File: src/hdl/ctf_pkg.sv
// package for the contactless symbol-pair-2/3 modulation and receive bit framing block
// assumes one 250 MHz system clock and a byte-wide register port from the host logic
package ctf_pkg;
  // ==========================================================
  // register map
  localparam logic [7:0] TX_SYM23_MOD_ADDR = 8'h57;
  localparam logic [7:0] RX_BIT_FRAME_ADDR = 8'h58;
  localparam logic [7:0] TX_SYM23_MOD_MASK = 8'h7F;
  localparam logic [7:0] RX_BIT_FRAME_MASK = 8'h3E;
  localparam logic [7:0] REG_RESET = 8'h00;
  // ==========================================================
  // field positions, modulation register
  localparam int MILLER_BIT = 6;
  localparam int PULSE_HI = 5;
  localparam int PULSE_LO = 4;
  localparam int INVERT_BIT = 3;
  localparam int ENV_HI = 2;
  localparam int ENV_LO = 0;
  // field positions, framing register
  localparam int HALT_PAR_BIT = 5;
  localparam int HALT_LEN_BIT = 4;
  localparam int MSB_FIRST_BIT = 3;
  localparam int STOP_CHK_BIT = 2;
  localparam int PAR_ODD_BIT = 1;
  // ==========================================================
  // pulse and envelope codes
  localparam logic [1:0] PULSE_NONE = 2'h0;
  localparam logic [1:0] PULSE_START = 2'h1;
  localparam logic [1:0] PULSE_HALF = 2'h2;
  localparam logic [1:0] PULSE_QUARTER = 2'h3;
  localparam logic [2:0] ENV_DIRECT = 3'h0;
  localparam logic [2:0] ENV_MANCH = 3'h1;
  localparam logic [2:0] ENV_MANCH_SC = 3'h2;
  localparam logic [2:0] ENV_BPSK = 3'h3;
  localparam logic [2:0] ENV_RZ_SECOND = 3'h4;
  localparam logic [2:0] ENV_RZ_START = 3'h5;
  // ==========================================================
  // bit timing: quarter-bit phase counter, data bits per character
  localparam logic [1:0] PHASE_LAST = 2'h3;
  localparam logic [1:0] PHASE_START = 2'h0;
  localparam logic [1:0] PHASE_HALF = 2'h2;
  localparam logic [3:0] DATA_BITS = 4'h8;
  localparam logic [3:0] PAR_SLOT = 4'h8;
  localparam logic [3:0] STOP_SLOT = 4'h9;
  localparam logic [7:0] COUNT_ONE = 8'h01;
  localparam logic STOP_VALUE = 1'b1;
  // ==========================================================
  // carriers
  typedef struct packed {
    logic millerEn;
    logic [1:0] pulsePos;
    logic invert;
    logic [2:0] envSel;
  } ctf_txcfg_t;
  typedef struct packed {
    logic haltInvPar;
    logic haltLen;
    logic msbFirst;
    logic stopChk;
    logic parOdd;
  } ctf_rxcfg_t;
  typedef struct packed {
    logic [7:0] data;
    logic parityOk;
  } ctf_rxbyte_t;
endpackage

File: src/hdl/ctf_codec.sv
// symbol-pair-2/3 transmit modulator and receive bit framer with two config registers
// assumes a byte register port on sys_clk, quarter-bit strobes and demodulated bits from the front end
// How it works
// miller enable applies modified Miller pulse coding; meant with pulse position 1h
// pulse position selects none, bit start, second half, or last quarter
// invert bit inverts transmitter output while transmission is active
// envelope field combines bit stream: direct, Manchester, subcarrier, BPSK, two RZ forms
// halt-on-inverse-parity ends reception on a wrong parity bit
// halt-on-length takes length from first byte, stops when byte count reaches it
// high-bit-leading assembles bytes MSB first, else LSB first
// stop-bit check expects, verifies and strips a stop bit after each character
// each valid stop bit pulses a demodulator reset while checking is on
// wrong stop bit raises frame error and aborts reception
// a valid stop bit is always logic 1
// parity odd select: even parity when clear, odd when set
// reserved bits read zero and writes to them change nothing
`timescale 1ns/10ps
module ctf_codec (
  // clock and reset
  input wire logic sys_clk,
  input wire logic rst_n,
  // register port
  input wire logic [7:0] regAddr,
  input wire logic [7:0] regWrData,
  input wire logic regWrEn,
  input wire logic regRdEn,
  output logic [7:0] regRdData,
  // transmitter: symbol-pair-2/3 stream, quarter-bit strobe and subcarrier from the front end
  input wire logic txActive,
  input wire logic txBit,
  input wire logic txQuarterTick,
  input wire logic txSubcarrier,
  output logic txOut,
  // receiver: demodulated bits from the front end
  input wire logic rxEnable,
  input wire logic rxBitIn,
  input wire logic rxBitStrobe,
  output logic demodReset,
  output logic frameError,
  output logic rxBusy,
  // delivered bytes toward the contactless coprocessor
  output ctf_pkg::ctf_rxbyte_t rxWord,
  output logic rxValid,
  input wire logic rxReady
);
  import ctf_pkg::*;
  // ==========================================================
  // registers
  logic [7:0] txMod_reg;
  logic [7:0] rxFrm_reg;
  ctf_txcfg_t txCfg;
  ctf_rxcfg_t rxCfg;
  assign txCfg = ctf_txcfg_t'(txMod_reg[MILLER_BIT:ENV_LO]);
  assign rxCfg = '{haltInvPar: rxFrm_reg[HALT_PAR_BIT], haltLen: rxFrm_reg[HALT_LEN_BIT],
    msbFirst: rxFrm_reg[MSB_FIRST_BIT], stopChk: rxFrm_reg[STOP_CHK_BIT], parOdd: rxFrm_reg[PAR_ODD_BIT]};
  // host writes, reserved bits masked off
  always_ff @(posedge sys_clk or negedge rst_n) begin
    if (!rst_n) begin
      txMod_reg <= REG_RESET;
      rxFrm_reg <= REG_RESET;
    end else if (regWrEn) begin
      if (regAddr == TX_SYM23_MOD_ADDR) begin
        txMod_reg <= regWrData & TX_SYM23_MOD_MASK;
      end
      if (regAddr == RX_BIT_FRAME_ADDR) begin
        rxFrm_reg <= regWrData & RX_BIT_FRAME_MASK;
      end
    end
  end
  // registered read data, unmapped reads as zero
  always_ff @(posedge sys_clk or negedge rst_n) begin
    if (!rst_n) begin
      regRdData <= REG_RESET;
    end else if (regRdEn) begin
      case (regAddr)
        TX_SYM23_MOD_ADDR: regRdData <= txMod_reg;
        RX_BIT_FRAME_ADDR: regRdData <= rxFrm_reg;
        default: regRdData <= REG_RESET;
      endcase
    end
  end
  // ==========================================================
  // input synchronisers (pins from the analogue front end)
  logic [5:0] sync1_reg;
  logic [5:0] sync2_reg;
  always_ff @(posedge sys_clk or negedge rst_n) begin
    if (!rst_n) begin
      sync1_reg <= 6'h00;
      sync2_reg <= 6'h00;
    end else begin
      sync1_reg <= {txQuarterTick, txSubcarrier, rxBitIn, rxBitStrobe, txBit, txActive};
      sync2_reg <= sync1_reg;
    end
  end
  logic qTickLvl, subcarrier, rxBitS, rxStrobeLvl, txBitS, txActS;
  assign {qTickLvl, subcarrier, rxBitS, rxStrobeLvl, txBitS, txActS} = sync2_reg;
  // edge detect on the synchronised strobes
  logic qTickDly_reg, rxStrobeDly_reg;
  always_ff @(posedge sys_clk or negedge rst_n) begin
    if (!rst_n) begin
      qTickDly_reg <= 1'b0;
      rxStrobeDly_reg <= 1'b0;
    end else begin
      qTickDly_reg <= qTickLvl;
      rxStrobeDly_reg <= rxStrobeLvl;
    end
  end
  logic qTick, rxStrobe;
  assign qTick = qTickLvl && !qTickDly_reg;
  assign rxStrobe = rxStrobeLvl && !rxStrobeDly_reg;
  // ==========================================================
  // transmit: quarter-bit phase, bit latched at each bit start
  logic [1:0] phase_reg;
  logic curBit_reg;
  logic prevBit_reg;
  always_ff @(posedge sys_clk or negedge rst_n) begin
    if (!rst_n) begin
      phase_reg <= 2'h0;
      curBit_reg <= 1'b0;
      prevBit_reg <= 1'b0;
    end else if (!txActS) begin
      phase_reg <= PHASE_START;
    end else if (qTick) begin
      phase_reg <= phase_reg + 2'h1;
      if (phase_reg == PHASE_LAST) begin
        prevBit_reg <= curBit_reg;
        curBit_reg <= txBitS;
      end
    end
  end
  // envelope, pulse and inversion
  logic envOut, pulseOn, txNext, firstHalf;
  assign firstHalf = !phase_reg[1];
  always_comb begin
    case (txCfg.envSel)
      ENV_DIRECT: envOut = curBit_reg;
      ENV_MANCH: envOut = curBit_reg ^ !firstHalf;
      ENV_MANCH_SC: envOut = (curBit_reg ^ !firstHalf) & subcarrier;
      ENV_BPSK: envOut = curBit_reg ^ subcarrier;
      ENV_RZ_SECOND: envOut = curBit_reg & !firstHalf;
      ENV_RZ_START: envOut = curBit_reg & firstHalf;
      default: envOut = 1'b0;
    endcase
    case (txCfg.pulsePos)
      PULSE_START: pulseOn = (phase_reg == PHASE_START);
      PULSE_HALF: pulseOn = (phase_reg == PHASE_HALF);
      PULSE_QUARTER: pulseOn = (phase_reg == PHASE_LAST);
      default: pulseOn = 1'b0;
    endcase
    // modified Miller: one keeps mid pulse, zero after zero pulses at start, zero after one stays flat
    if (txCfg.millerEn) begin
      pulseOn = curBit_reg ? (phase_reg == PHASE_HALF) : (!prevBit_reg && phase_reg == PHASE_START);
    end
    if (txCfg.pulsePos != PULSE_NONE || txCfg.millerEn) begin
      txNext = !pulseOn;
    end else begin
      txNext = envOut;
    end
    txNext = txActS && (txNext ^ txCfg.invert);
  end
  always_ff @(posedge sys_clk or negedge rst_n) begin
    if (!rst_n) begin
      txOut <= 1'b0;
    end else begin
      txOut <= txNext;
    end
  end
  // ==========================================================
  // receive framer
  typedef enum {RX_IDLE, RX_RUN, RX_DONE} ctf_rxst_t;
  ctf_rxst_t rxSt_reg;
  logic [3:0] bitIdx_reg;
  logic [7:0] shift_reg;
  logic parAcc_reg;
  logic [7:0] frameLen_reg;
  logic [7:0] byteCnt_reg;
  logic bufInReady, pushByte, parSlot, stopSlot;
  logic parityOk, charEnd, lenHit;
  ctf_rxbyte_t pushWord;
  assign parSlot = rxStrobe && rxSt_reg == RX_RUN && bitIdx_reg == PAR_SLOT;
  assign stopSlot = rxStrobe && rxSt_reg == RX_RUN && bitIdx_reg == STOP_SLOT;
  assign parityOk = (parAcc_reg ^ rxBitS) == rxCfg.parOdd;
  assign charEnd = rxCfg.stopChk ? stopSlot : parSlot;
  // with stop check the count already holds this byte; the first byte is its own length
  assign lenHit = rxCfg.haltLen && (rxCfg.stopChk ? byteCnt_reg : byteCnt_reg + COUNT_ONE)
    >= ((byteCnt_reg == 8'h00) ? shift_reg : frameLen_reg);
  // bit assembly, parity accumulation and framing state
  always_ff @(posedge sys_clk or negedge rst_n) begin
    if (!rst_n) begin
      rxSt_reg <= RX_IDLE;
      bitIdx_reg <= 4'h0;
      shift_reg <= 8'h00;
      parAcc_reg <= 1'b0;
      pushWord <= '0;
      pushByte <= 1'b0;
      frameError <= 1'b0;
      demodReset <= 1'b0;
      frameLen_reg <= 8'h00;
      byteCnt_reg <= 8'h00;
    end else begin
      pushByte <= 1'b0;
      demodReset <= 1'b0;
      case (rxSt_reg)
        RX_IDLE: begin
          if (rxEnable) begin
            rxSt_reg <= RX_RUN;
            frameError <= 1'b0;
            bitIdx_reg <= 4'h0;
            parAcc_reg <= 1'b0;
            byteCnt_reg <= 8'h00;
          end
        end
        RX_RUN: begin
          if (!rxEnable) begin
            rxSt_reg <= RX_IDLE;
          end else if (rxStrobe && bufInReady) begin
            bitIdx_reg <= bitIdx_reg + 4'h1;
            if (bitIdx_reg < DATA_BITS) begin
              parAcc_reg <= parAcc_reg ^ rxBitS;
              shift_reg <= rxCfg.msbFirst ? {shift_reg[6:0], rxBitS} : {rxBitS, shift_reg[7:1]};
            end
            if (parSlot) begin
              pushWord <= '{data: shift_reg, parityOk: parityOk};
              pushByte <= 1'b1;
              if (byteCnt_reg == 8'h00) begin
                frameLen_reg <= shift_reg;
              end
              byteCnt_reg <= byteCnt_reg + COUNT_ONE;
              if (rxCfg.haltInvPar && !parityOk) begin
                rxSt_reg <= RX_DONE;
              end
            end
            if (stopSlot) begin
              if (rxBitS != STOP_VALUE) begin
                frameError <= 1'b1;
                rxSt_reg <= RX_DONE;
              end else begin
                demodReset <= 1'b1;
              end
            end
            if (charEnd) begin
              bitIdx_reg <= 4'h0;
              parAcc_reg <= 1'b0;
              if (lenHit) begin
                rxSt_reg <= RX_DONE;
              end
            end
          end
        end
        RX_DONE: begin
          if (!rxEnable) begin
            rxSt_reg <= RX_IDLE;
          end
        end
        default: rxSt_reg <= RX_IDLE;
      endcase
    end
  end
  // busy flag
  always_ff @(posedge sys_clk or negedge rst_n) begin
    if (!rst_n) begin
      rxBusy <= 1'b0;
    end else begin
      rxBusy <= (rxSt_reg == RX_RUN);
    end
  end
  // delivered-byte buffer
  ctf_skid_buf u_buf (
    .sys_clk(sys_clk),
    .rst_n(rst_n),
    .inWord(pushWord),
    .inValid(pushByte),
    .inReady(bufInReady),
    .outWord(rxWord),
    .outValid(rxValid),
    .outReady(rxReady)
  );
  // ==========================================================
  // checks
  a_stop_bad_error: assert property (@(posedge sys_clk) disable iff (!rst_n)
    (stopSlot && bufInReady && rxCfg.stopChk && rxEnable && !rxBitS) |=> frameError)
    else $error("bad stop bit did not raise frame error");
  a_stop_good_reset: assert property (@(posedge sys_clk) disable iff (!rst_n)
    (stopSlot && bufInReady && rxCfg.stopChk && rxEnable && rxBitS) |=> demodReset)
    else $error("good stop bit gave no demodulator reset");
  a_reserved_zero: assert property (@(posedge sys_clk) disable iff (!rst_n)
    ((txMod_reg & ~TX_SYM23_MOD_MASK) == 8'h00) && ((rxFrm_reg & ~RX_BIT_FRAME_MASK) == 8'h00))
    else $error("reserved bit stored");
  a_invpar_halt: assert property (@(posedge sys_clk) disable iff (!rst_n)
    (parSlot && bufInReady && rxEnable && rxCfg.haltInvPar && !parityOk) |=> (rxSt_reg == RX_DONE))
    else $error("inverse parity did not halt");
  a_tx_idle_low: assert property (@(posedge sys_clk) disable iff (!rst_n)
    (!txActS && !txCfg.invert) |=> !txOut)
    else $error("transmit output active while idle");
endmodule

File: src/hdl/ctf_skid_buf.sv
// two-entry buffer with valid and ready on both sides
// assumes both sides on sys_clk; a stall on the drain side fills it and then drops inReady
`timescale 1ns/10ps
module ctf_skid_buf (
  // clock and reset
  input wire logic sys_clk,
  input wire logic rst_n,
  // fill side
  input wire ctf_pkg::ctf_rxbyte_t inWord,
  input wire logic inValid,
  output logic inReady,
  // drain side
  output ctf_pkg::ctf_rxbyte_t outWord,
  output logic outValid,
  input wire logic outReady
);
  import ctf_pkg::*;
  ctf_rxbyte_t outWord_reg;
  ctf_rxbyte_t skidWord_reg;
  logic outValid_reg;
  logic skidValid_reg;
  logic drainFree;
  // ==========================================================
  // handshake terms: the skid slot fills only while the output slot stalls
  assign drainFree = !outValid_reg || outReady;
  assign inReady = !skidValid_reg;
  assign outWord = outWord_reg; // drain side straight from flip-flops
  assign outValid = outValid_reg;
  // output slot and skid slot
  always_ff @(posedge sys_clk or negedge rst_n) begin
    if (!rst_n) begin
      outWord_reg <= '0;
      outValid_reg <= 1'b0;
      skidWord_reg <= '0;
      skidValid_reg <= 1'b0;
    end else if (drainFree) begin
      if (skidValid_reg) begin
        outWord_reg <= skidWord_reg;
        outValid_reg <= 1'b1;
        skidValid_reg <= 1'b0;
      end else begin
        outWord_reg <= inWord;
        outValid_reg <= inValid;
      end
    end else if (inValid && inReady) begin
      skidWord_reg <= inWord;
      skidValid_reg <= 1'b1;
    end
  end
  a_buf_no_overflow: assert property (@(posedge sys_clk) disable iff (!rst_n)
    !(inValid && !inReady))
    else $error("word offered while buffer full");
endmodule

File: config.mk
export PLATFORM = sky130hd
export DESIGN_NAME = ctf_codec
export DESIGN_NICKNAME = d
export VERILOG_FILES = /design/src/hdl/ctf_pkg.sv /design/src/hdl/ctf_codec.sv /design/src/hdl/ctf_skid_buf.sv
export SDC_FILE = /design/constraint.sdc
export NUM_CORES = 1
export LEC_CHECK = 0
export ABC_AREA = 1
export BUFFER_PORTS_ARGS = -buffer_cell sky130_fd_sc_hd__buf_2
export CAP_MARGIN = 20
export CORE_UTILIZATION = 35
export DETAILED_ROUTE_END_ITERATION = 16
export HOLD_SLACK_MARGIN = 0.05
export SETUP_SLACK_MARGIN = 0.3
export SLEW_MARGIN = 20
export SYNTH_ARGS = -nofsm -noshare
export SYNTH_HDL_FRONTEND = slang
export SYNTH_SLANG_ARGS = --single-unit
File: constraint.sdc
create_clock -name sys_clk -period 3.75 [get_ports sys_clk]
set_input_delay 0.1875 -clock sys_clk [delete_from_list [all_inputs] [get_ports sys_clk]]
set_output_delay 0.1875 -clock sys_clk [all_outputs]
set_load 0.03 [all_outputs]
==> Word level (Yosys, flattened, before mapping) <==
Cells that the tools add are included.
{ "word_totals": {"register_bits": 133, "latch_bits": 0, "ram_bits": 0, "romBits": 0, "output_inout_bits": 22, "wordCells": 166, "mem_count": 0} }
{ "classes": {"n_addsub": 3, "multipliers": 0, "div": 0, "n_lt_le_gt_ge": 2, "eq_ne": 28, "shifts": 0, "mux": 57, "bitwise_logic": 8, "reduce_logical": 39} }
{ "op_table": {"columns": ["operator", "count"], "rows": [
  ["2-to-1 mux 32 bit", 10],
  ["case mux 32 bit (3 select lines)", 1],
  ["equality test 32 x 2 -> 1 bit, second input constant", 2],
  ["2-to-1 mux 8 bit", 7],
  ["equality test 32 x 1 -> 1 bit, second input constant", 1],
  ["logical NOT 32 bit", 1],
  ["2-to-1 mux 1 bit", 25],
  ["equality test 8 x 7 -> 1 bit, second input constant", 2],
  ["2-to-1 mux 4 bit", 4],
  ["case mux 8 bit (2 select lines)", 1],
  ["inequality test 2 bit, second input constant", 7],
  ["case mux 7 bit (2 select lines)", 1],
  ["AND reduction 4 bit", 3],
  ["logical AND 1 bit", 11],
  ["AND reduction 5 bit", 2],
  ["2-to-1 mux 9 bit", 1],
  ["adder 8 x 1 -> 8 bit, second input constant", 1],
  ["equality test 2 bit, second input constant", 4],
  ["equality test 4 bit, second input constant", 2],
  [">= comparator 8 bit", 1],
  ["logical NOT 1 bit", 8],
  ["logical NOT 8 bit", 1],
  ["case mux 4 bit (2 select lines)", 1],
  ["equality test 3 x 2 -> 1 bit, second input constant", 2],
  ["other kinds (23)", 38]
]} }

==> Depth between registers and ports, before layout <==
Gate-level depths: netlist of the first run.
{ "logic_depth": {"depth_word": 13, "depth_mapped": 19} }

==> Hierarchy <==
A second synthesis of the first run with hierarchy kept.
{ "unflattened": {"cells_unflattened": 672, "hier_area_um2": 6043.3} }
{ "modules_own_cells": {"columns": ["mod", "instances", "cells_each", "area_per_inst_um2", "seq_area_each_um2"], "rows": [
  ["ctf_codec", 1, 556, 5103.6, 2802.7],
  ["ctf_skid_buf", 1, 116, 939.7, 500.5]
]} }

==> Least setup slack after synthesis of the first run <==
OpenSTA, ideal clock, no wires.
{ "synth_timing": {"path_kind": "register to register", "startpoint": "register byteCnt_reg[5]", "endpoint": "register rxSt_reg[1]", "setup_time_ns": 0.124, "t_arrival_ns": 2.267, "path_slack_ns": 1.359, "stages_incl_launch_ff": 15, "n_path_buf": 1, "cell_sequence": "dfrtp_1 -> nor4_1 -> nand4_1 -> clkbuf_1 -> a21oi_1 -> ha_1 -> a21oi_1 -> o21a_1 -> nand3_1 -> nand2_1 -> inv_1 -> nand3_1 -> nand2_1 -> nand2_1 -> a21oi_1"} }
{ "synth_via": {"elab_chain_cells": 9} }
{ "synth_lines": {"columns": ["element", "line_no", "rtl"], "rows": [
  ["start: declaration", "ctf_codec.sv:176", "logic [7:0] byteCnt_reg;"],
  ["start signal: assignment", "ctf_codec.sv:228", "byteCnt_reg <= byteCnt_reg + COUNT_ONE;"],
  ["adder 8 x 1 -> 8 bit or logical NOT 8 bit (tied branches)", "ctf_codec.sv:185, ctf_codec.sv:186", null],
  ["2-to-1 mux 8 bit, on equally long branches", "ctf_codec.sv:185, ctf_codec.sv:186", null],
  [">= comparator 8 bit *", "ctf_codec.sv:186", ">= ((byteCnt_reg == 8'h00) ? shift_reg : frameLen_reg);"],
  ["logical AND 1 bit *", "ctf_codec.sv:185", "assign lenHit = rxCfg.haltLen && (rxCfg.stopChk ? byteCnt_reg : byteCnt_reg + COUNT_ONE)"],
  ["2-to-1 mux 32 bit *", "ctf_codec.sv:244", "if (lenHit) begin"],
  ["2-to-1 mux 32 bit *", "ctf_codec.sv:241", "if (charEnd) begin"],
  ["2-to-1 mux 32 bit *", "ctf_codec.sv:216", "end else if (rxStrobe && bufInReady) begin"],
  ["2-to-1 mux 32 bit *", "ctf_codec.sv:214", "if (!rxEnable) begin"],
  ["case mux 32 bit (3 select lines) *", "ctf_codec.sv:203", "case (rxSt_reg)"],
  ["end signal: assignment", "ctf_codec.sv:206", "rxSt_reg <= RX_RUN;"],
  ["end signal: assignment", "ctf_codec.sv:215", "rxSt_reg <= RX_IDLE;"],
  ["end signal: assignment", "ctf_codec.sv:245", "rxSt_reg <= RX_DONE;"],
  ["end: declaration", "ctf_codec.sv:171", "ctf_rxst_t rxSt_reg;"]
]} }
Mark *: on every way between the ends. The rest lies on a longest branch, timed or not. The select of a mux whose other input is x is not followed.
A chain may end at the register's enable or synchronous reset.

==> Final worst setup path of the first run <==
Same ends and word-level chain as after synthesis.

==> results of run 1 <==
==> metal layers <==
layer,up-vias,share of wire [%],global-route usage (%)
met5,-,0,0
met4,0,1.2,5.30
met3,11,3.9,4.36
met2,77,50,23.9
met1,2071,45,18.0
li1,2204,-,-
==> final timing paths <==
check / start / end / slack [ns]
max in group asynchronous: rst_n / phase_reg[1] / 2.46
worst max register to register: byteCnt_reg[5] / rxSt_reg[1] / 0.84
worst min register to register: sync1_reg[2] / sync2_reg[2] / 0.35
min in group asynchronous: rst_n / u_buf.outWord[5] / 0.44
worst max-delay path: byteCnt_reg[5] / rxSt_reg[1] / 0.84
worst min-delay path: regWrData[3] / rxFrm_reg[3] / 0.07
==> layout by cell type, fill, tap and decap left out, types with 6 or more instances in the layout <==
cell type      Yosys  routed
dfrtp_1          132     132
nand4_1           13      13
nor2_2             7       7
mux2_2            10      10
nor2_1            66      66
nand3_1           32      32
clkbuf_16          0      17
xor2_1             8       8
nand2_1          117     117
inv_1             62      62
buf_2              1      46
o21ai_0           30      30
dlygate4sd3_1      0      11
o21ai_2           18      18
ha_1              16      16
o21ai_1           13      13
conb_1             1      31
a21oi_1           42      42
nor3_1             6       6
==> power by group <==
group	internal [mW]	switching, mW	leakage [nW]
sequential	1.47	0.0270	1.70
combinational	0.0481	0.0926	1.39
clock	1.02	0.621	0.283
==> tightest hold or removal path, stage by stage <==
cell     delay [ns]
buf_2          0.10
inv_1          0.07
o21ai_0        0.08
==> final cells by class <==
class | count | area share, %
flip-flops and latches | 132 | 46.5
clock inverters | 13 | 2.08
inverters | 63 | 3.33
multi-input cells | 440 | 32.7
well taps | 216 | 3.80
clock buffers | 19 | 6.38
repair buffers | 59 | 5.18
==> kinds of logic (layout without fill, tap and decap cells) <==
group / count (synthesis) / count (layout)
fa+ha+maj: 16 / 16
mux: 10 / 10
xor+xnor: 8 / 8
buf+inv: 80 / 154
flops: 132 / 132
other cells: 1 / 31
simple gates: 253 / 253
compound gates: 122 / 122
==> out/metrics.csv, run 1 <==
metric,value,unit
drt wl/cell,12.1,µm
MaxCap Viol Count,0,
setup ws final,0.845,ns
sequential cell area,3300,µm²
TritonCTS clock tree,yes,
fin crit share,77.5,%
final std cells w/o fill,942,
unrepaired setup endpoints after global routing,false,
"most used cell, CP",nand2_1,
Critical Path Max Stage Delay,0.54,ns
drt total wl,11.4,mm
die height,131,µm
share of cells above drive strength 1,17.5,%
Final Hold Fails,0,
DR pass1 iterations,4,
Synth Area in Simple Gates,18.9,%
H-tree levels,4,
Post-synth EDFFs,0,
drt via density,4.63,
synthesized area,5850,µm²
worst path cell trace,nor4_1 > nand4_1 > nor2_1 > a21oi_1 > ha_1 > nand2_1 > nor2_1 > nand4_1 > nand3_1 > nand2_1 > inv_1 > nand3_1 > nand2_1 > nand2_1 > a21oi_1,
CTS Buffer Depth,2,
sequential area share after synthesis,56.5,%
Crit Path Max Fanout,16,
hold buffer count at cts,11,
Post-DP Area,6390,µm²
Synth Register Bits,132,
Die ar.,17200,µm²
vias,4363,
Fill cells,1553,
setup_tns,0,ns
count of cell types in the netlist,38,
Initial Util,36.3,%
status,completed,
largest family of logic cells by synthesized area,simple AND/OR/NAND/NOR gates,
gpl congestion,0.812,
Total GRT Usage,14.5,%
setup violators final,0,
"Net count, final",757,
DP HPWL,8.07,mm
vias in the first global route,4337,
Die W,131,µm
Hold Crit Class,input pin to flop,
row count,46,
first-pass GRT wire length,20.1,mm
Ys Warns,0,
Slew HR,32.9,%
post-synthesis mux area share,1.93,%
area occupied by multi-input gates,2330,µm²
postcts setup bufs,0,
port bufs,47,
Synth Area in Compound Gates,12.3,%
clk root buf,clkbuf_16,
critical-path cell with the highest stage delay,nand4_1,
most frequent cell after synthesis,dfrtp_1,
post-cts sizing count,0,
"Slew Viols, Final",0,
Inst Count DP,899,
Place WS,0.816,ns
clk slew on worst S/H paths,0.06,ns
fin area,7100,µm²
max reg flops,32,
Post-synth top cells,"dfrtp_1, nand2_1, nor2_1",
"top cells by area, synth","dfrtp_1, nand2_1, nor2_1",
total core area,16100,µm²
final core occ,44.1,%
Post-Syn Area per Cell,9.40,µm²
Least-Margin Pin Slew,1.00,ns
maximum vdd drop,0.395,mV
crit-path leading delay family,simple AND/OR/NAND/NOR gates,
Ant. Diodes,0,
Post-route DRC,0,
Post-synth ARST share,100,%
grt total ovfl,0,
dominant cell type by area after synthesis,dfrtp_1,
ys flop type,dfrtp_1,
worst path required time,4.09,ns
post-synthesis adder-cell area fraction,3.42,%
hold path depth,3,
Routed Antenna Nets,0,
Synth Instances,622,
Initial DRC Count,186,
CP Class,flop to flop,
CP endpoint kind,flop,
largest net degree at the start of global routing,72,
Startpoint Class,flop,
clk_lat worst skew,0.42,ns
CP Buf/Inv Count,1,
pwr dens,461,nW/µm²
Pwr Total,3.27,mW
WP data arrival,3.24,ns
Stages on worst setup path,15,
CTS buffer count,17,
I/O pins,50,
Post-Synth XOR/XNOR Area,1.20,%
fmax,344,MHz
P&R area growth vs syn,21.5,%
Final min period,2.91,ns
Worst Skew,0.00924,ns
CTS Sinks,132,
worst hold margin,0.0714,ns
Register-to-Register Path Depth,15,
share of the synthesized area in the top cell type,56.5,%
leak pwr,3.37,nW
initial antenna violation count,0,
Note: power is estimated with default switching activity, not from simulation.
==> run 2, diff against run 1 <==
==> constraint.sdc (replaced) <==
create_clock -name sys_clk -period 2.63 [get_ports sys_clk]
set_input_delay 0.1315 -clock sys_clk [delete_from_list [all_inputs] [get_ports sys_clk]]
set_output_delay 0.1315 -clock sys_clk [all_outputs]
set_load 0.03 [all_outputs]
==> run 2 against run 1 <==
Die area unchanged. First-iteration DRC count up 18%. Worst hold slack better by 0.022 ns. Critical path depth unchanged. Highest routed layer unchanged. Utilization up 1.5 points. Clock skew down 0.0034 ns. Cell count up 1.7%. Flip-flop and latch count unchanged. Combinational power up 52%. Wire length up 1.8%. Setup slack worse by 0.65 ns.
==> out/metrics.csv, run 2 (synthesis results as in run 1) <==
metric,value,unit,change
I/O pins,50,,unchanged
Least-Margin Pin Slew,0.671,ns,-0.332 ns
fmax,410,MHz,+19%
"Slew Viols, Final",0,,unchanged
status,completed,,
Initial Util,36.3,%,unchanged
CTS Sinks,132,,unchanged
clk slew on worst S/H paths,0.06,ns,about the same
Final min period,2.44,ns,-0.466 ns
hold endpoint,regRdData[3],,
drt via density,4.61,,-0.39%
Psw,1.08,mW,+46%
CP Class,flop to flop,,
max reg flops,32,,unchanged
die height,131,µm,unchanged
Hold Crit Class,input pin to flop,,
leak pwr,3.47,nW,+2.9%
Inst Count DP,907,,+0.89%
DP HPWL,8.07,mm,about the same
worst path required time,2.93,ns,-1.16 ns
Final Hold Fails,0,,unchanged
Ant. Diodes,0,,unchanged
vias in the first global route,4434,,+2.2%
first-pass GRT wire length,20.1,mm,about the same
worst r2r dst,rxSt_reg[1],,
row count,46,,unchanged
CTS buffer count,17,,unchanged
Crit Path Max Fanout,15,,-1
maximum vdd drop,0.469,mV,+19%
drt total wl,11.6,mm,+1.8%
drt wl/cell,12.1,µm,+0.13%
port bufs,47,,unchanged
largest net degree at the start of global routing,54,,-25%
clk root buf,clkbuf_16,,
initial antenna violation count,0,,unchanged
H-tree levels,4,,unchanged
gpl congestion,0.804,,-1.0%
Worst Skew,0.00580,ns,-0.00344 ns
CTS Buffer Depth,2,,unchanged
most frequent cells in the layout,"dfrtp_1, nand2_1, nor2_1",,
min-delay src,regRdEn,,
Combinational Power Share,4.5,%,+0.2 points
MaxCap Viol Count,0,,unchanged
DR pass1 iterations,4,,unchanged
Startpoint Class,flop,,
share of cells above drive strength 1,22.0,%,+4.5 points
CP endpoint kind,flop,,
clock share of power,50.7,%,+0.6 points
Register-to-Register Path Depth,15,,unchanged
vias,4420,,+1.3%
Post-route DRC,0,,unchanged
"Net count, final",773,,+2.1%
"most common cell after layout, fill and taps aside",dfrtp_1,,
TritonCTS clock tree,yes,,
grt total ovfl,0,,unchanged
hold path depth,2,,-1
reg2reg setup slack,0.19,ns,-0.65 ns
total core area,16100,µm²,unchanged
Sequential Power Share,44.8,%,-0.8 points
Total GRT Usage,14.6,%,+0.048 points
Die ar.,17200,µm²,unchanged
pwr dens,646,nW/µm²,+40%
Slew HR,55.2,%,+22 points
clk_lat worst skew,0.42,ns,about the same
setup_tns,0,ns,unchanged
WP data arrival,2.74,ns,-0.50 ns
Routed Antenna Nets,0,,unchanged
switching share of total power,22.8,%,+0.17 points
internal power,3.66,mW,+45%
fin crit share,92.8,%,+15 points
r2r startpoint,byteCnt_reg[5],,
Die W,131,µm,unchanged
final std cells w/o fill,958,,+1.7%
Initial DRC Count,220,,+18%
P&R area growth vs syn,25.7,%,
setup violators final,0,,unchanged
unrepaired setup endpoints after global routing,true,,
[run 2: area by class of cell]
| class | instances | area [µm²] |
|---|---|---|
| fill | 1535 | 8760 |
| sequential | 132 | 3310 |
| tap | 216 | 270 |
| clock buffer | 18 | 429 |
| clock inverter | 14 | 178 |
| multi-input combinational | 440 | 2420 |
| inverter | 63 | 236 |
| timing repair buffer | 75 | 512 |
[run 2: how the worst max path moves through the flow]
stage              startpoint          end  slack (ns)  cells past startpoint
2_1_floorplan  byteCnt_reg[5]  rxSt_reg[1]        0.31                     14
3_3_place_gp   byteCnt_reg[6]  rxSt_reg[1]        0.16                     16
3_5_place_dp   byteCnt_reg[6]  rxSt_reg[1]        0.16                     16
4_1_cts        byteCnt_reg[5]  rxSt_reg[1]        0.25                     18
5_1_grt        byteCnt_reg[5]  rxSt_reg[1]        0.03                     15
6_report       byteCnt_reg[5]  rxSt_reg[1]        0.19                     15
[run 2: critical path, cell delays in order, from the launching register on]
cell and delay [ns]:
dfrtp_1 0.39, nor4_2 0.28, nand4_1 0.13, buf_6 0.19, buf_4 0.15, a21oi_2 0.17, ha_1 0.26, a21oi_1 0.16
o21a_1 0.14, nand3_1 0.09, nand2_1 0.08, inv_2 0.04, nand3_2 0.07, nand2_2 0.05, nand2_2 0.06, a21oi_2 0.05
[run 2: metrics by stage]
step	utilization, %	hold WS [ns]	worst slack, ns	cell area [µm²]	total power, mW
final	45.6	0.0934	0.190	7350	4.75
after global routing	45.6	0.0897	0.0263	7350	4.94
after detailed placement	40.2	0.215	0.159	6470	2.36
after CTS	45.1	0.0638	0.251	7260	4.81
after global placement	40.2	0.208	0.162	6470	2.35
after floorplan	-	-0.164	0.310	5980	2.25
[run 2: routing by layer]
layer / global-route usage (%) / part of all wire [%] / vias to the layer above
met5: 0 / 0 / -
met4: 7.17 / 1.7 / 0
met3: 3.40 / 3.1 / 18
met2: 24.6 / 49 / 71
met1: 17.5 / 46 / 2104
li1: - / - / 2227
[run 2: power by group through the flow]
stage | Sequential (mW) | Clock, mW | Combinational, mW
final | 2.12 | 2.41 | 0.214
after CTS | 2.12 | 2.47 | 0.214
after floorplan | 2.16 | 0 | 0.0885
after detailed placement | 2.16 | 0 | 0.197
after global placement | 2.16 | 0 | 0.192
after global routing | 2.13 | 2.56 | 0.248
[run 2: repair_timing]
action | CTS | global route
resized for setup | 5 | 21
hold endpoints to repair | 68 | 0
pin swaps | 3 | 6
hold buffers | 14 | 0
endpoints found under the setup margin | 2 | 2
buffers inserted | 4 | 1
==> run 3, diff against run 2 <==
--- a/config.mk
+++ b/config.mk
@@ -8,9 +8,10 @@
 export ABC_AREA = 1
 export BUFFER_PORTS_ARGS = -buffer_cell sky130_fd_sc_hd__buf_2
 export CAP_MARGIN = 20
-export CORE_UTILIZATION = 35
+export CORE_UTILIZATION = 54
 export DETAILED_ROUTE_END_ITERATION = 16
 export HOLD_SLACK_MARGIN = 0.05
+export PLACE_DENSITY = 0.76
 export SETUP_SLACK_MARGIN = 0.3
 export SLEW_MARGIN = 20
 export SYNTH_ARGS = -nofsm -noshare
==> run 3 against run 2 <==
Power down 2.7%. Critical path depth rose by 3. Combinational power up 7%. Via count grew 4.3%. Cell count down 7.0%. Count of clock-buffer cells in the layout decreased by 1. Die area shrank 35%. Fmax is 0.59% higher. Cell area is 0.51% lower.
==> out/metrics.csv, run 3 (synthesis results as in run 1) <==
metric,value,unit,change
I/O pins,50,,unchanged
"most common cell after layout, fill and taps aside",dfrtp_1,,
sequential cell area,3300,µm²,about the same
Initial Util,56.1,%,+20 points
pwr dens,631,nW/µm²,-2.2%
Pwr Total,4.62,mW,-2.7%
CP endpoint kind,flop,,
drt total wl,12.3,mm,+5.8%
Die ar.,11200,µm²,-35%
setup_tns,0,ns,unchanged
grt total ovfl,0,,unchanged
clk slew on worst S/H paths,0.06,ns,about the same
"Slew Viols, Final",0,,unchanged
Routed Antenna Nets,0,,unchanged
share of cells above drive strength 1,20.8,%,-1.2 points
status,completed,,
Final min period,2.43,ns,-0.0143 ns
initial antenna violation count,0,,unchanged
Sequential Power Share,46.0,%,+1.2 points
fin crit share,92.2,%,-0.55 points
setup violators final,0,,unchanged
DR pass1 iterations,5,,+1
DP HPWL,7.96,mm,-1.3%
WP data arrival,2.89,ns,+0.15 ns
internal power,3.53,mW,-3.7%
Critical Path Max Stage Delay,0.41,ns,+0.02 ns
met3 usage,5.33,%,+1.9 points
worst path required time,3.09,ns,+0.16 ns
"Net count, final",786,,+1.7%
clk root buf,clkbuf_8,,
Slew HR,54.9,%,-0.35 points
CP Class,flop to flop,,
H-tree levels,4,,unchanged
CTS buffer count,17,,unchanged
max reg flops,32,,unchanged
drt wl/cell,13.8,µm,+14%
M2 GR Usage,42.1,%,+18 points
Combinational Power Share,5.0,%,+0.5 points
Die W,106,µm,-19%
CTS Buffer Depth,2,,unchanged
Ant. Diodes,0,,unchanged
Post-route DRC,0,,unchanged
vias,4608,,+4.3%
MaxCap Viol Count,0,,unchanged
clock share of power,49.0,%,-1.7 points
maximum vdd drop,0.570,mV,+22%
P&R area growth vs syn,25.1,%,
Worst Skew,0.00700,ns,+0.00120 ns
Final Hold Fails,0,,unchanged
gpl congestion,0.854,,+6.2%
largest net degree at the start of global routing,56,,+3.7%
worst path cell trace,nor4_2 > nand4_1 > buf_6 > nor2_1 > a21oi_1 > ha_1 > inv_1 > o21bai_1 > nand2_1 > nand2_1 > nand2_1 > nand3_2 > nand2_1 > inv_1 > nand3_2 > nand2_1 > nand2_1 > a21oi_2,,
row count,37,,-20%
Crit Path Max Fanout,16,,+1
first-pass GRT wire length,21.1,mm,+5.2%
clk_lat worst skew,0.53,ns,+0.11 ns
Psw,1.09,mW,+0.55%
Fill cells,753,,-51%
unrepaired setup endpoints after global routing,true,,
vias in the first global route,4738,,+6.9%
"most used cell, CP",nand2_1,,
fmax,412,MHz,+0.59%
die height,106,µm,-19%
Least-Margin Pin Slew,0.677,ns,+0.00519 ns
drt via density,5.17,,+12%
Hold Crit Class,input pin to flop,,
Initial DRC Count,288,,+31%
most frequent cells in the layout,"dfrtp_1, nand2_1, nor2_1",,
Most Crowded Layer GR,met2,,
port bufs,47,,unchanged
area occupied by multi-input gates,2390,µm²,-1.3%
Total GRT Usage,24.4,%,+9.9 points
grt met1 use,28.5,%,+11 points
critical-path cell with the highest stage delay,dfrtp_1,,
total core area,10400,µm²,-35%
leak pwr,3.52,nW,+1.4%
TritonCTS clock tree,yes,,
CTS Sinks,132,,unchanged
final core occ,70.2,%,+25 points
switching share of total power,23.6,%,+0.77 points
Startpoint Class,flop,,
-- run 3: area by class of cell --
| class | count | area share, % |
|---|---|---|
| clock inverters | 15 | 2.12 |
| multi-input cells | 440 | 32.6 |
| well taps | 136 | 2.33 |
| flip-flops and latches | 132 | 45.2 |
| clock buffers | 17 | 5.66 |
| inverters | 63 | 3.23 |
| repair buffers | 88 | 8.83 |
-- run 3: metal layers --
layer  routed length, µm  vias up
met5                   0        -
met4                 367        0
met3                 463       38
met2                6410      121
met1                5030     2193
li1                    -     2256
-- run 3: path summary, 6_finish.rpt --
path / startpoint / endpoint / slack (ns) / depth (start not counted)
setup / recovery: byteCnt_reg[5] / rxSt_reg[1] / 0.20 / 18
hold / removal: rxReady / u_buf.outWord[5] / 0.09 / 5
setup reg to reg: byteCnt_reg[5] / rxSt_reg[1] / 0.20 / 18
hold reg to reg: sync1_reg[4] / sync2_reg[4] / 0.35 / 0
max in group asynchronous: rst_n / byteCnt_reg[7] / 1.61 / 4
min in group asynchronous: rst_n / u_buf.outWord[3] / 0.19 / 2
-- run 3: stage by stage --
step           cells  area, µm²  hold WS [ns]  worst slack, ns
6_report         891       7310        0.0888            0.205
5_1_grt          891       7310         0.116           0.0224
4_1_cts          888       7240        0.0707            0.196
3_5_place_dp     827       6370         0.207            0.109
3_3_place_gp     827       6370         0.197            0.203
2_1_floorplan    652       5980        -0.164            0.310
-- run 3: worst max-delay path: cells and delay by family, from the launching register on --
family	cells	cell delay [ns]
DFF	1	0.41
adders and majority gates	1	0.31
and+or+nand+nor	11	1.07
buffers and inverters	3	0.28
AOI/OAI and AO/OA	3	0.30
-- run 3: power by group through the flow --
stage | Sequential (mW) | Clock, mW | Combinational [mW]
2_1_floorplan | 2.16 | 0 | 0.0885
3_3_place_gp | 2.16 | 0 | 0.189
3_5_place_dp | 2.16 | 0 | 0.196
4_1_cts | 2.12 | 2.29 | 0.225
5_1_grt | 2.13 | 2.37 | 0.261
6_report | 2.13 | 2.26 | 0.230
-- run 3: what timing repair did --
item	in CTS	in global routing
pin swaps	2	8
hold endpoints to repair	80	0
cloned	0	0
resized for setup	3	15
endpoints found under the setup margin	2	20
hold buffers	27	0
buffers inserted	2	3
